**src/ecd_pkg.sv**
```systemverilog
// Shared constants and types for the external control input decoder
package ecd_pkg;

	////////////////////////////////////////////////////////////////////////////////
	// Pin vector layout after synchronisation
	localparam int IN_W = 12;
	localparam int IDX_MUX = 0;
	localparam int IDX_HALT = 1;
	localparam int IDX_FIRE = 2;
	localparam int IDX_BCDLOW = 3;
	localparam int IDX_SPA = 4;
	localparam int IDX_SPB = 5;
	localparam int IDX_CODE = 6;
	localparam int CODE_W = 6;

	////////////////////////////////////////////////////////////////////////////////
	// Register map, byte addresses on APB
	localparam int ADDR_W = 12;
	localparam logic [11:0] ADDR_CTRL = 12'h000;
	localparam logic [11:0] ADDR_STATUS = 12'h004;
	localparam int CTRL_W = 4;
	localparam int CTRL_SCAN_LSB = 0;
	localparam int CTRL_BCD_BIT = 2;
	localparam int CTRL_EXTTRIG_BIT = 3;
	localparam logic [3:0] CTRL_RESET = 4'h8;
	localparam logic [1:0] SCAN_OFF = 2'h0;
	localparam logic [1:0] SCAN_AUTO = 2'h1;
	localparam logic [1:0] SCAN_STEP = 2'h2;
	localparam int ST_SPA_BIT = 0;
	localparam int ST_SPB_BIT = 1;
	localparam int ST_PEND_BIT = 2;
	localparam int ST_STOP_BIT = 3;
	localparam int ST_KEY_BIT = 4;
	localparam int ST_ERR_BIT = 5;
	localparam int ST_CODE_LSB = 8;

	////////////////////////////////////////////////////////////////////////////////
	// Valid code ranges and timing
	localparam logic [5:0] CODE_NONE = 6'h00;
	localparam logic [5:0] PANEL_MAX = 6'h1E;
	localparam logic [5:0] CHANNEL_MAX = 6'h20;
	localparam int STABLE_MS = 10;
	localparam int CLK_KHZ = 50000;
	localparam int STABLE_CYC_DEF = STABLE_MS * CLK_KHZ;
	localparam int CNT_W = 20;

	////////////////////////////////////////////////////////////////////////////////
	// Types
	typedef enum logic [2:0] {
		ST_IDLE = 3'b001,
		ST_LOAD = 3'b010,
		ST_MEAS = 3'b100
	} ecd_state_type;

	typedef struct packed {
		logic [IN_W-1:0] stage1;
		logic [IN_W-1:0] stage2;
		logic [IN_W-1:0] prev;
	} ecd_sync_type;

	typedef struct packed {
		ecd_state_type state;
		logic [CTRL_W-1:0] ctrl;
		logic [CODE_W-1:0] lastCode;
		logic [CODE_W-1:0] prevCode;
		logic [CNT_W-1:0] stableCnt;
		logic haltPending;
		logic initialNext;
		logic scanStopped;
		logic errorOut;
		logic keyLock;
		logic panelStrobe;
		logic chanStrobe;
		logic [CODE_W-1:0] loadNumber;
		logic measureStart;
		logic fromInitial;
		logic upperSel;
		logic lowerSel;
		logic spareA;
		logic spareB;
		logic pready;
		logic pslverr;
		logic [31:0] prdata;
	} ecd_regs_type;

	localparam logic [CNT_W-1:0] CNT_ZERO = 20'h00000;
	localparam logic [CNT_W-1:0] CNT_ONE = 20'h00001;
endpackage

```
**src/ecd_sync_edge.sv**
```systemverilog
// Two-stage synchroniser with rising-edge detect for the control pins
module ecd_sync_edge (
	input wire logic clk, // System clock
	input wire logic rst, // Synchronous reset, active high
	input wire logic [ecd_pkg::IN_W-1:0] pins, // Raw control inputs
	output logic [ecd_pkg::IN_W-1:0] level, // Synchronised levels
	output logic [ecd_pkg::IN_W-1:0] rise // Off-to-on pulses
);
	ecd_pkg::ecd_sync_type st, next_st;

	////////////////////////////////////////////////////////////////////////////////
	// Stage1 only feeds stage2, metastability stays contained
	always_comb begin
		next_st.stage1 = pins;
		next_st.stage2 = st.stage1;
		next_st.prev = st.stage2;
	end

	// State register
	always_ff @(posedge clk) begin
		if (rst) begin
			st <= '0;
		end else begin
			st <= next_st;
		end
	end

	// Edge taken from settled stages only
	assign level = st.stage2;
	assign rise = st.stage2 & ~st.prev;
endmodule

```
**src/ecd_decoder.sv**
```systemverilog
// External control input decoder with APB control and status registers
// How it works
// - Load code means panel number or channel depending on selector input.
// - Scan halt input acts only in auto or step scan.
// - Auto scan: halt edge pends; stop after measurement, restart from first channel.
// - Step scan: halt edge while awaiting trigger makes next trigger use first channel.
// - Coded-decimal output: digit-half input off gives upper, on gives lower digits.
// - Trigger takes code, loads panel or channel, then measures.
// - First load bit is least significant, sixth most significant.
// - Trigger with unchanged code measures once, no load or switch.
// - Valid code stable for 10 ms loads without a trigger.
// - Load code stays honoured under remote control.
// - Keys locked while code is a valid panel or channel.
// - Auto or step scan: load code never changes the channel.
// - Channel switch refused with error when front leads are attached.
// - Both spare inputs readable as status.
// - Error output follows non-range faults, updated with measurement done.
// - Trigger, halt and settled-code loads ignored while measurement screen not shown.
module ecd_decoder #(
	parameter int STABLE_CYCLES = ecd_pkg::STABLE_CYC_DEF // Load code settle time in cycles
) (
	input wire logic clk, // System clock, 50 MHz
	input wire logic rst, // Synchronous reset, active high
	input wire logic psel, // APB select
	input wire logic penable, // APB enable
	input wire logic pwrite, // APB write
	input wire logic [ecd_pkg::ADDR_W-1:0] paddr, // APB byte address
	input wire logic [31:0] pwdata, // APB write data
	output logic [31:0] prdata, // APB read data
	output logic pready, // APB ready
	output logic pslverr, // APB error on unmapped address
	input wire logic channelSelectorEnable, // Code selects channel when high
	input wire logic scanHaltRequest, // Scan stop request
	input wire logic [5:0] loadCodeBit, // Load code, bit 0 is lsb
	input wire logic measureTrigger, // Measurement trigger
	input wire logic bcdLowSelect, // Lower digit half select
	input wire logic spareInputA, // General input A
	input wire logic spareInputB, // General input B
	input wire logic screenReady, // Measurement screen shown, no error
	input wire logic frontLeadsAttached, // Leads on front terminals
	input wire logic measureDone, // Measurement finished pulse
	input wire logic measureFault, // Non-range fault of that measurement
	output logic panelLoadStrobe, // Load panel pulse
	output logic channelSwitchStrobe, // Switch channel pulse
	output logic [5:0] loadNumber, // Panel or channel number
	output logic measureStart, // Start one measurement pulse
	output logic fromInitialChannel, // Measure from first channel
	output logic keyLockout, // Front keys disabled
	output logic bcdUpperSelect, // Present upper digits
	output logic bcdLowerSelect, // Present lower digits and range
	output logic errorOut, // Error output
	output logic scanStopped // Scan halted
);
	ecd_pkg::ecd_regs_type st, next_st;
	logic [ecd_pkg::IN_W-1:0] pinVec, lvl, rise;
	logic [5:0] code;
	logic live, scanOn, codeOk, sameCode, autoFire, fireRise, haltRise;
	logic apbWr, apbRd, hit;

	////////////////////////////////////////////////////////////////////////////////
	// Valid number for the current meaning of the code
	function automatic logic codeValid(input logic [5:0] c, input logic channel_selector_enable);
		if (c == ecd_pkg::CODE_NONE) begin
			codeValid = 1'b0;
		end else if (channel_selector_enable) begin
			codeValid = (c <= ecd_pkg::CHANNEL_MAX);
		end else begin
			codeValid = (c <= ecd_pkg::PANEL_MAX);
		end
	endfunction

	// Pin gathering; bit order kept as wired
	assign pinVec = {loadCodeBit, spareInputB, spareInputA, bcdLowSelect, measureTrigger,
		scanHaltRequest, channelSelectorEnable};

	ecd_sync_edge u_sync (
		.clk(clk),
		.rst(rst),
		.pins(pinVec),
		.level(lvl),
		.rise(rise)
	);

	////////////////////////////////////////////////////////////////////////////////
	// Decoded conditions
	assign code = lvl[ecd_pkg::IDX_CODE +: ecd_pkg::CODE_W];
	assign live = screenReady;
	assign scanOn = (st.ctrl[ecd_pkg::CTRL_SCAN_LSB +: 2] == ecd_pkg::SCAN_AUTO) ||
		(st.ctrl[ecd_pkg::CTRL_SCAN_LSB +: 2] == ecd_pkg::SCAN_STEP);
	assign codeOk = codeValid(code, lvl[ecd_pkg::IDX_MUX]);
	assign sameCode = (code == st.lastCode);
	assign fireRise = live && rise[ecd_pkg::IDX_FIRE];
	assign haltRise = live && scanOn && rise[ecd_pkg::IDX_HALT];
	// Fires once when the code has stood still long enough
	assign autoFire = live && codeOk && !sameCode && (code == st.prevCode) &&
		(st.stableCnt == ecd_pkg::CNT_W'(STABLE_CYCLES - 1));
	assign apbWr = psel && penable && pwrite && !st.pready;
	assign apbRd = psel && penable && !pwrite && !st.pready;
	assign hit = (paddr == ecd_pkg::ADDR_CTRL) || (paddr == ecd_pkg::ADDR_STATUS);

	////////////////////////////////////////////////////////////////////////////////
	// Next-state logic
	always_comb begin
		next_st = st;
		next_st.panelStrobe = 1'b0;
		next_st.chanStrobe = 1'b0;
		next_st.measureStart = 1'b0;
		// Stability timer restarts on every code change
		if (code != st.prevCode) begin
			next_st.prevCode = code;
			next_st.stableCnt = ecd_pkg::CNT_ZERO;
		end else if (st.stableCnt != ecd_pkg::CNT_W'(STABLE_CYCLES)) begin
			next_st.stableCnt = st.stableCnt + ecd_pkg::CNT_ONE;
		end
		case (st.state)
			ecd_pkg::ST_IDLE: begin
				if (fireRise && (sameCode || !codeOk)) begin
					// Unchanged code: plain measurement, no load
					if (st.ctrl[ecd_pkg::CTRL_EXTTRIG_BIT]) begin
						next_st.state = ecd_pkg::ST_LOAD;
					end
				end else if (fireRise || autoFire) begin
					if (lvl[ecd_pkg::IDX_MUX] && scanOn) begin
						// Scan owns the channel; code is not applied
						next_st.state = fireRise ? ecd_pkg::ST_LOAD : ecd_pkg::ST_IDLE;
					end else if (lvl[ecd_pkg::IDX_MUX] && frontLeadsAttached) begin
						next_st.errorOut = 1'b1;
					end else begin
						next_st.panelStrobe = !lvl[ecd_pkg::IDX_MUX];
						next_st.chanStrobe = lvl[ecd_pkg::IDX_MUX];
						next_st.loadNumber = code;
						next_st.lastCode = code;
						next_st.state = fireRise ? ecd_pkg::ST_LOAD : ecd_pkg::ST_IDLE;
					end
				end
			end
			ecd_pkg::ST_LOAD: begin
				// Measure one cycle after the load pulse
				next_st.measureStart = 1'b1;
				next_st.fromInitial = st.initialNext;
				next_st.initialNext = 1'b0;
				next_st.scanStopped = 1'b0;
				next_st.state = ecd_pkg::ST_MEAS;
			end
			ecd_pkg::ST_MEAS: begin
				if (measureDone) begin
					next_st.errorOut = measureFault;
					if (st.haltPending) begin
						next_st.haltPending = 1'b0;
						next_st.scanStopped = 1'b1;
						next_st.initialNext = 1'b1;
					end
					next_st.state = ecd_pkg::ST_IDLE;
				end
			end
			default: begin
				next_st.state = ecd_pkg::ST_IDLE;
			end
		endcase
		// Halt edges last so a new request beats the clear
		if (haltRise && st.ctrl[ecd_pkg::CTRL_SCAN_LSB +: 2] == ecd_pkg::SCAN_AUTO) begin
			next_st.haltPending = 1'b1;
		end
		if (haltRise && st.ctrl[ecd_pkg::CTRL_SCAN_LSB +: 2] == ecd_pkg::SCAN_STEP &&
			st.state == ecd_pkg::ST_IDLE) begin
			next_st.initialNext = 1'b1;
		end
		// Level outputs; remote mode is no gate here
		next_st.keyLock = codeOk;
		next_st.upperSel = st.ctrl[ecd_pkg::CTRL_BCD_BIT] && !lvl[ecd_pkg::IDX_BCDLOW];
		next_st.lowerSel = st.ctrl[ecd_pkg::CTRL_BCD_BIT] && lvl[ecd_pkg::IDX_BCDLOW];
		next_st.spareA = lvl[ecd_pkg::IDX_SPA];
		next_st.spareB = lvl[ecd_pkg::IDX_SPB];
		// APB: ready one cycle into the access phase
		next_st.pready = psel && penable && !st.pready;
		next_st.pslverr = psel && penable && !st.pready && !hit;
		next_st.prdata = '0;
		if (apbWr && paddr == ecd_pkg::ADDR_CTRL) begin
			next_st.ctrl = pwdata[ecd_pkg::CTRL_W-1:0];
		end
		if (apbRd && paddr == ecd_pkg::ADDR_CTRL) begin
			next_st.prdata[ecd_pkg::CTRL_W-1:0] = st.ctrl;
		end
		if (apbRd && paddr == ecd_pkg::ADDR_STATUS) begin
			next_st.prdata[ecd_pkg::ST_SPA_BIT] = st.spareA;
			next_st.prdata[ecd_pkg::ST_SPB_BIT] = st.spareB;
			next_st.prdata[ecd_pkg::ST_PEND_BIT] = st.haltPending;
			next_st.prdata[ecd_pkg::ST_STOP_BIT] = st.scanStopped;
			next_st.prdata[ecd_pkg::ST_KEY_BIT] = st.keyLock;
			next_st.prdata[ecd_pkg::ST_ERR_BIT] = st.errorOut;
			next_st.prdata[ecd_pkg::ST_CODE_LSB +: ecd_pkg::CODE_W] = st.lastCode;
		end
	end

	// State register
	always_ff @(posedge clk) begin
		if (rst) begin
			st <= '0;
			st.state <= ecd_pkg::ST_IDLE;
			st.ctrl <= ecd_pkg::CTRL_RESET;
		end else begin
			st <= next_st;
		end
	end

	////////////////////////////////////////////////////////////////////////////////
	// Outputs, all straight from the state register
	assign prdata = st.prdata;
	assign pready = st.pready;
	assign pslverr = st.pslverr;
	assign panelLoadStrobe = st.panelStrobe;
	assign channelSwitchStrobe = st.chanStrobe;
	assign loadNumber = st.loadNumber;
	assign measureStart = st.measureStart;
	assign fromInitialChannel = st.fromInitial;
	assign keyLockout = st.keyLock;
	assign bcdUpperSelect = st.upperSel;
	assign bcdLowerSelect = st.lowerSel;
	assign errorOut = st.errorOut;
	assign scanStopped = st.scanStopped;
endmodule

```
**config.mk**
```make
export PLATFORM = sky130hd
export DESIGN_NAME = ecd_decoder
export DESIGN_NICKNAME = d
export VERILOG_FILES = /design/src/ecd_pkg.sv /design/src/ecd_sync_edge.sv /design/src/ecd_decoder.sv
export SDC_FILE = /design/constraint.sdc
export NUM_CORES = 1
export LEC_CHECK = 0
export BUFFER_PORTS_ARGS = -buffer_cell sky130_fd_sc_hd__clkbuf_2
export CAP_MARGIN = 10
export CORE_ASPECT_RATIO = 0.5
export CORE_MARGIN = 3
export CORE_UTILIZATION = 52
export DETAILED_ROUTE_END_ITERATION = 10
export HOLD_SLACK_MARGIN = 0.15
export PLACE_DENSITY = 0.78
export SETUP_SLACK_MARGIN = 0.5
export SYNTH_ARGS = -nofsm -noshare
export SYNTH_HDL_FRONTEND = slang
export SYNTH_HIERARCHICAL = 1
export SYNTH_SLANG_ARGS = --single-unit
```
**constraint.sdc**
```tcl
create_clock -name clk -period 3.1 [get_ports clk]
set_input_delay 0.31 -clock clk [delete_from_list [all_inputs] [get_ports clk]]
set_output_delay 0.31 -clock clk [all_outputs]
set_load 0.1 [all_outputs]
```
Yosys cells after proc, flatten, opt, wreduce, memory -nomap -nowiden
Cells that the tools add are included.

word-level totals
  flip-flop bits (word level) = 113
  latch bits = 0
  memory bits (writable) = 0
  ROM bits = 0
  bits of input ports = 65
  output and inout port bits = 49
  word-level logic and storage cells = 135
  memories kept = 0

cells by class
  add/sub/neg operators = 1
  multipliers = 0
  div/mod/pow operators = 0
  order comparisons = 2
  equality and inequality tests = 22
  shift operators = 0
  muxes and demuxes = 24
  bitwise logic cells = 8
  reductions and logical operators = 52

operators by type and width
  operator                                                 count
  logical AND 1 bit                                        25
  adder 20 x 1 -> 20 bit, second input constant            1
  == test 20 x 19 -> 1 bit, second input constant          1
  inequality test 20 x 19 -> 1 bit, second input constant  1
  two-way mux 3 bit                                        6
  == test 12 x 3 -> 1 bit, second input constant           1
  == test 6 bit                                            2
  zero test 12 bit                                         1
  two-way mux 4 bit                                        3
  inequality test 2 bit, second input constant             6
  inequality test 3 bit, second input constant             4
  two-way mux 1 bit                                        9
  one-hot mux 3 bit (3 select lines)                       1
  nonzero test 2 bit                                       4
  zero test 1 bit                                          7
  <= comparator 6 x 5 -> 1 bit, second input constant      1
  <= comparator 6 bit, second input constant               1
  zero test 6 bit                                          1
  two-way mux 2 bit                                        3
  inequality test 6 bit                                    1
  inverter 1 bit                                           6
  AND reduction 3 bit                                      2
  AND reduction 6 bit                                      1
  OR reduction 6 bit                                       1
  16 further kinds                                         20

Depth between registers and ports, before layout
  depth in word-level cells = 11
  gate-level depth with buffers = 9
  mapped depth without buffers = 8

Hierarchy
Netlist, hierarchy kept.

by module, submodules not included
  module         times used  cells each  area an instance (um^2)  sequential area each (um^2)
  ecd_decoder    1           334         3070.4                   1321.3
  ecd_sync_edge  1           99          1159.9                   720.7

Least setup slack after synthesis
OpenSTA, ideal clock, no wires.

  path kind = reg2reg
  from = register u_sync.st (netlist bit u_sync/level[6])
  to = register st (netlist bit errorOut)
  setup time = 0.130 ns
  arrival time = 2.121 ns
  data required time = 2.970 ns
  slack = 0.848 ns
  cell stages (with the launch flop) = 9
  buffers on the path = 1
  clock period less this slack = 2.252 ns
  cell sequence = dfxtp_1 buf_4 or4_4 or3_4 a22oi_4 nor2_2 a311oi_2 and4_1 nor3_2

on the way
  longest elaborated chain between the ends = 10
  elaborated cells on any way between the ends = 19
  classes of those cells = 2 x order compare; 4 x eq/ne; 2 x mux; 11 x reduce/logical

ends and longest elaborated chain
  element                                                                     line                                  source
  start: declaration                                                          ecd_sync_edge.sv:9                    ecd_pkg::ecd_sync_type st, next_st;
  start signal: assignment                                                    ecd_sync_edge.sv:24                   st <= next_st;
  <= comparator 6 x 5 -> 1 bit / <= comparator 6 bit (equally long branches)  ecd_decoder.sv:68, ecd_decoder.sv:66
  two-way mux 1 bit                                                           ecd_decoder.sv:65                     end else if (channel_selector_enable) begin
  two-way mux 1 bit                                                           ecd_decoder.sv:63                     if (c == ecd_pkg::CODE_NONE) begin
  logical AND 1 bit (4 in series)                                             ecd_decoder.sv:95                     assign autoFire = live && codeOk && !sameCode && (code == st.prevCode) &&
  logical OR 1 bit                                                            ecd_decoder.sv:122                    end else if (fireRise || autoFire) begin
  inequality test 2 bit (no line)                                             --
  AND reduction 6 bit (no line) (*)                                           --
  end signal: assignment                                                      ecd_decoder.sv:202                    st <= next_st;
  end: declaration                                                            ecd_decoder.sv:54                     ecd_pkg::ecd_regs_type st, next_st;

Mark *: on every way between the ends. The rest lies on a longest branch, timed or not.
A chain may end at the register's enable or synchronous reset.

Worst setup path after layout
  from = register st[72] (netlist name)
  to = register st (netlist bit loadNumber[4])

on the way
  longest elaborated chain between the ends = 4

ends and longest elaborated chain
  element                        line                source
  == test 20 x 19 -> 1 bit       ecd_decoder.sv:96   (st.stableCnt == ecd_pkg::CNT_W'(STABLE_CYCLES - 1));
  logical AND 1 bit              ecd_decoder.sv:95
  logical OR 1 bit               ecd_decoder.sv:122
  AND reduction 5 bit (no line)  --

Every way passes these cells.

==> out/metrics.cfg <==
[detailed_routing]
drcViolationCount=0
via_per_inst=4.75
wl_per_cell_um=12.1
drtIter0Drc=138
vias=2553
drt_pass1_iterations=4
totalWireLength_um=6470
antenna_left=0

[clock_network]
cts_resized=0
clock_sinks=92
clock_path_buffers=2
cts.root.buffer_cell=clkbuf_16
clk-insertion-delay-late_ns=0.34
cts_tree=done
numCtsBuffers=9
post-cts-setup-buffers=0
htreeDepth=3
clk_pin_slew_ns=0.06
cts_hold_buf=0

[worst_setup_path]
path_class=flip-flop to flip-flop
crit_start=st[72]$_SDFFE_PP0P_
cp-start-kind=flip-flop
crit_fanout=8
endpoint=loadNumber[4]$_SDFFE_PP0P_
reg2reg_slack_ns=0.68
max_stage_delay_ns=0.52
path_depth=7
path_cells=or4_1 -> nor4_1 -> nand4b_1 -> o21ai_1 -> nand4_4 -> mux2i_1 -> nor2_1
critPathTopFamily=simple AND/OR/NAND/NOR gates
crit_arrival_ns=2.62
reg2reg_from=st[72]$_SDFFE_PP0P_
rr_worst_depth=7
crit-reg2reg-capture=loadNumber[4]$_SDFFE_PP0P_
crit_required_ns=3.30
slowest_stage=or4_1
crit_path_end_kind=flip-flop
path_buf_inv=0

[sta]
drv_slew=0
setup_tns_ns=0
min_period_ns=2.42
setup_violations=0
fin_crit_sh_pct=78.0
worstMarginPinSlew_ns=0.659
slew_headroom_pct=56.0
skew_ns=0.00565
hold_viol_final=0
holdWs_ns=0.171
rsz0062_at_grt=no
fmax_mhz=414

[floorplan]
coreArea_um2=6960
die_x_um=128
io_pins=114
rows=21
dieHeight_um=67.1
start_util_pct=55.8
dieArea_um2=8610

[grt]
grt_usage_pct=15.6
grt_max_degree=62
grt_pass1_vias=2164
antenna_found_initial=0
grt_pass1_wl_um=10300
overflow=0

[min_path]
hold_class=input port to flip-flop
hold_path.startpoint=pwdata[3]
hold_path_depth=2

[synth]
syn_avg_cell_area_um2=9.69
synthCells=401
ys_warn_count=6
synthesis.area_um2=3880

[layout]
area_growth_pct=10.7
fill_cells=597
final_cells=537
layout-drive-gt1-share_pct=21.8
antenna-diode-count=0
final_nets=509
postLayoutCoreUtil_pct=61.7

[power]
pwr-share-comb_pct=9.1
clkPwrFrac_pct=42.8
p_sw_mw=0.615
power_density_nw_per_um2=590
intPower_mw=1.92
leakage_nw=1.88
p_seq_share_pct=48.1
switching_share_pct=24.2
irDropWorstVdd_mv=0.345

[status]
status=completed

[placement]
place_inst=521
gp_congestion=0.799
dp_hpwl_um=4720
port_buffers=65

[job]
maxCapViolCount=0

==> area by class of cell <==
type                    count  area (um2)  share of cell area, %
repair buffers             68         348                   8.09
clock inverters             4        47.5                   1.11
inverters                  12        45.0                   1.05
multi-input cells         257        1650                   38.3
clock buffers              12         256                   5.97
well taps                  92         115                   2.68
flip-flops and latches     92        1840                   42.8
==> routing by layer <==
metal  GRT usage (%)  share of wire [%]  up-vias
met5               0                  0        -
met1            20.6                 48     1149
met2            23.7                 44       73
li1                -                  -     1319
met3            5.04                6.8       12
met4            6.48                1.6        0
==> stage by stage <==
| stage | total power [mW] | cell area, um2 | setup WS (ns) |
|---|---|---|---|
| 2_1_floorplan | 1.46 | 3960 | 0.867 |
| 3_3_place_gp | 1.47 | 4000 | 0.790 |
| 3_5_place_dp | 1.48 | 4000 | 0.761 |
| 4_1_cts | 2.56 | 4300 | 0.709 |
| 5_1_grt | 2.62 | 4300 | 0.521 |
| 6_report | 2.54 | 4300 | 0.682 |
==> cells in the final DEF (no fill, tap or decap), types with 2 or more instances in the layout <==
master	count
nand3_1	10
clkbuf_8	2
a31oi_1	3
inv_1	12
nand2b_1	4
nor4_1	5
nor2_1	50
nor4b_1	2
nand2_1	14
or4_1	2
xor2_1	22
nor2b_1	34
or4b_1	2
clkinv_2	2
and2b_2	4
or3_1	2
xnor2_1	9
clkbuf_16	9
mux2i_1	15
and2_1	9
nor3b_1	4
nor3_1	4
clkbuf_2	65
a21oi_1	6
nand4b_1	2
ha_1	4
buf_4	3
and3_1	5
nand4_1	4
dfxtp_1	92
conb_1	20
==> power by group through the flow <==
stage | Clock (mW) | Combinational (mW) | Sequential [mW]
floorplan | 0 | 0.211 | 1.25
global placement | 0 | 0.230 | 1.25
detailed placement | 0 | 0.231 | 1.25
CTS | 1.11 | 0.232 | 1.22
global route | 1.15 | 0.245 | 1.22
finish | 1.09 | 0.231 | 1.22
==> worst min path at each step <==
stage                                      end  slack (ns)
global route               st[88]$_SDFFE_PP1P_        0.16
floorplan           u_sync/level[0]$_SDFF_PP0_        0.41
CTS                        st[88]$_SDFFE_PP1P_        0.16
finish                     st[88]$_SDFFE_PP1P_        0.17
global placement     bcdUpperSelect$_SDFF_PP0_        0.40
detailed placement   bcdUpperSelect$_SDFF_PP0_        0.40
==> sequential cells by signal (all words and copies together), names as in the netlist, 2 cells and up <==
register and cells:
loadNumber 6, prdata 12, st 37, u_sync/level 12
u_sync/next_st 12, u_sync/st 2
Note: power is estimated with default switching activity, not from simulation.
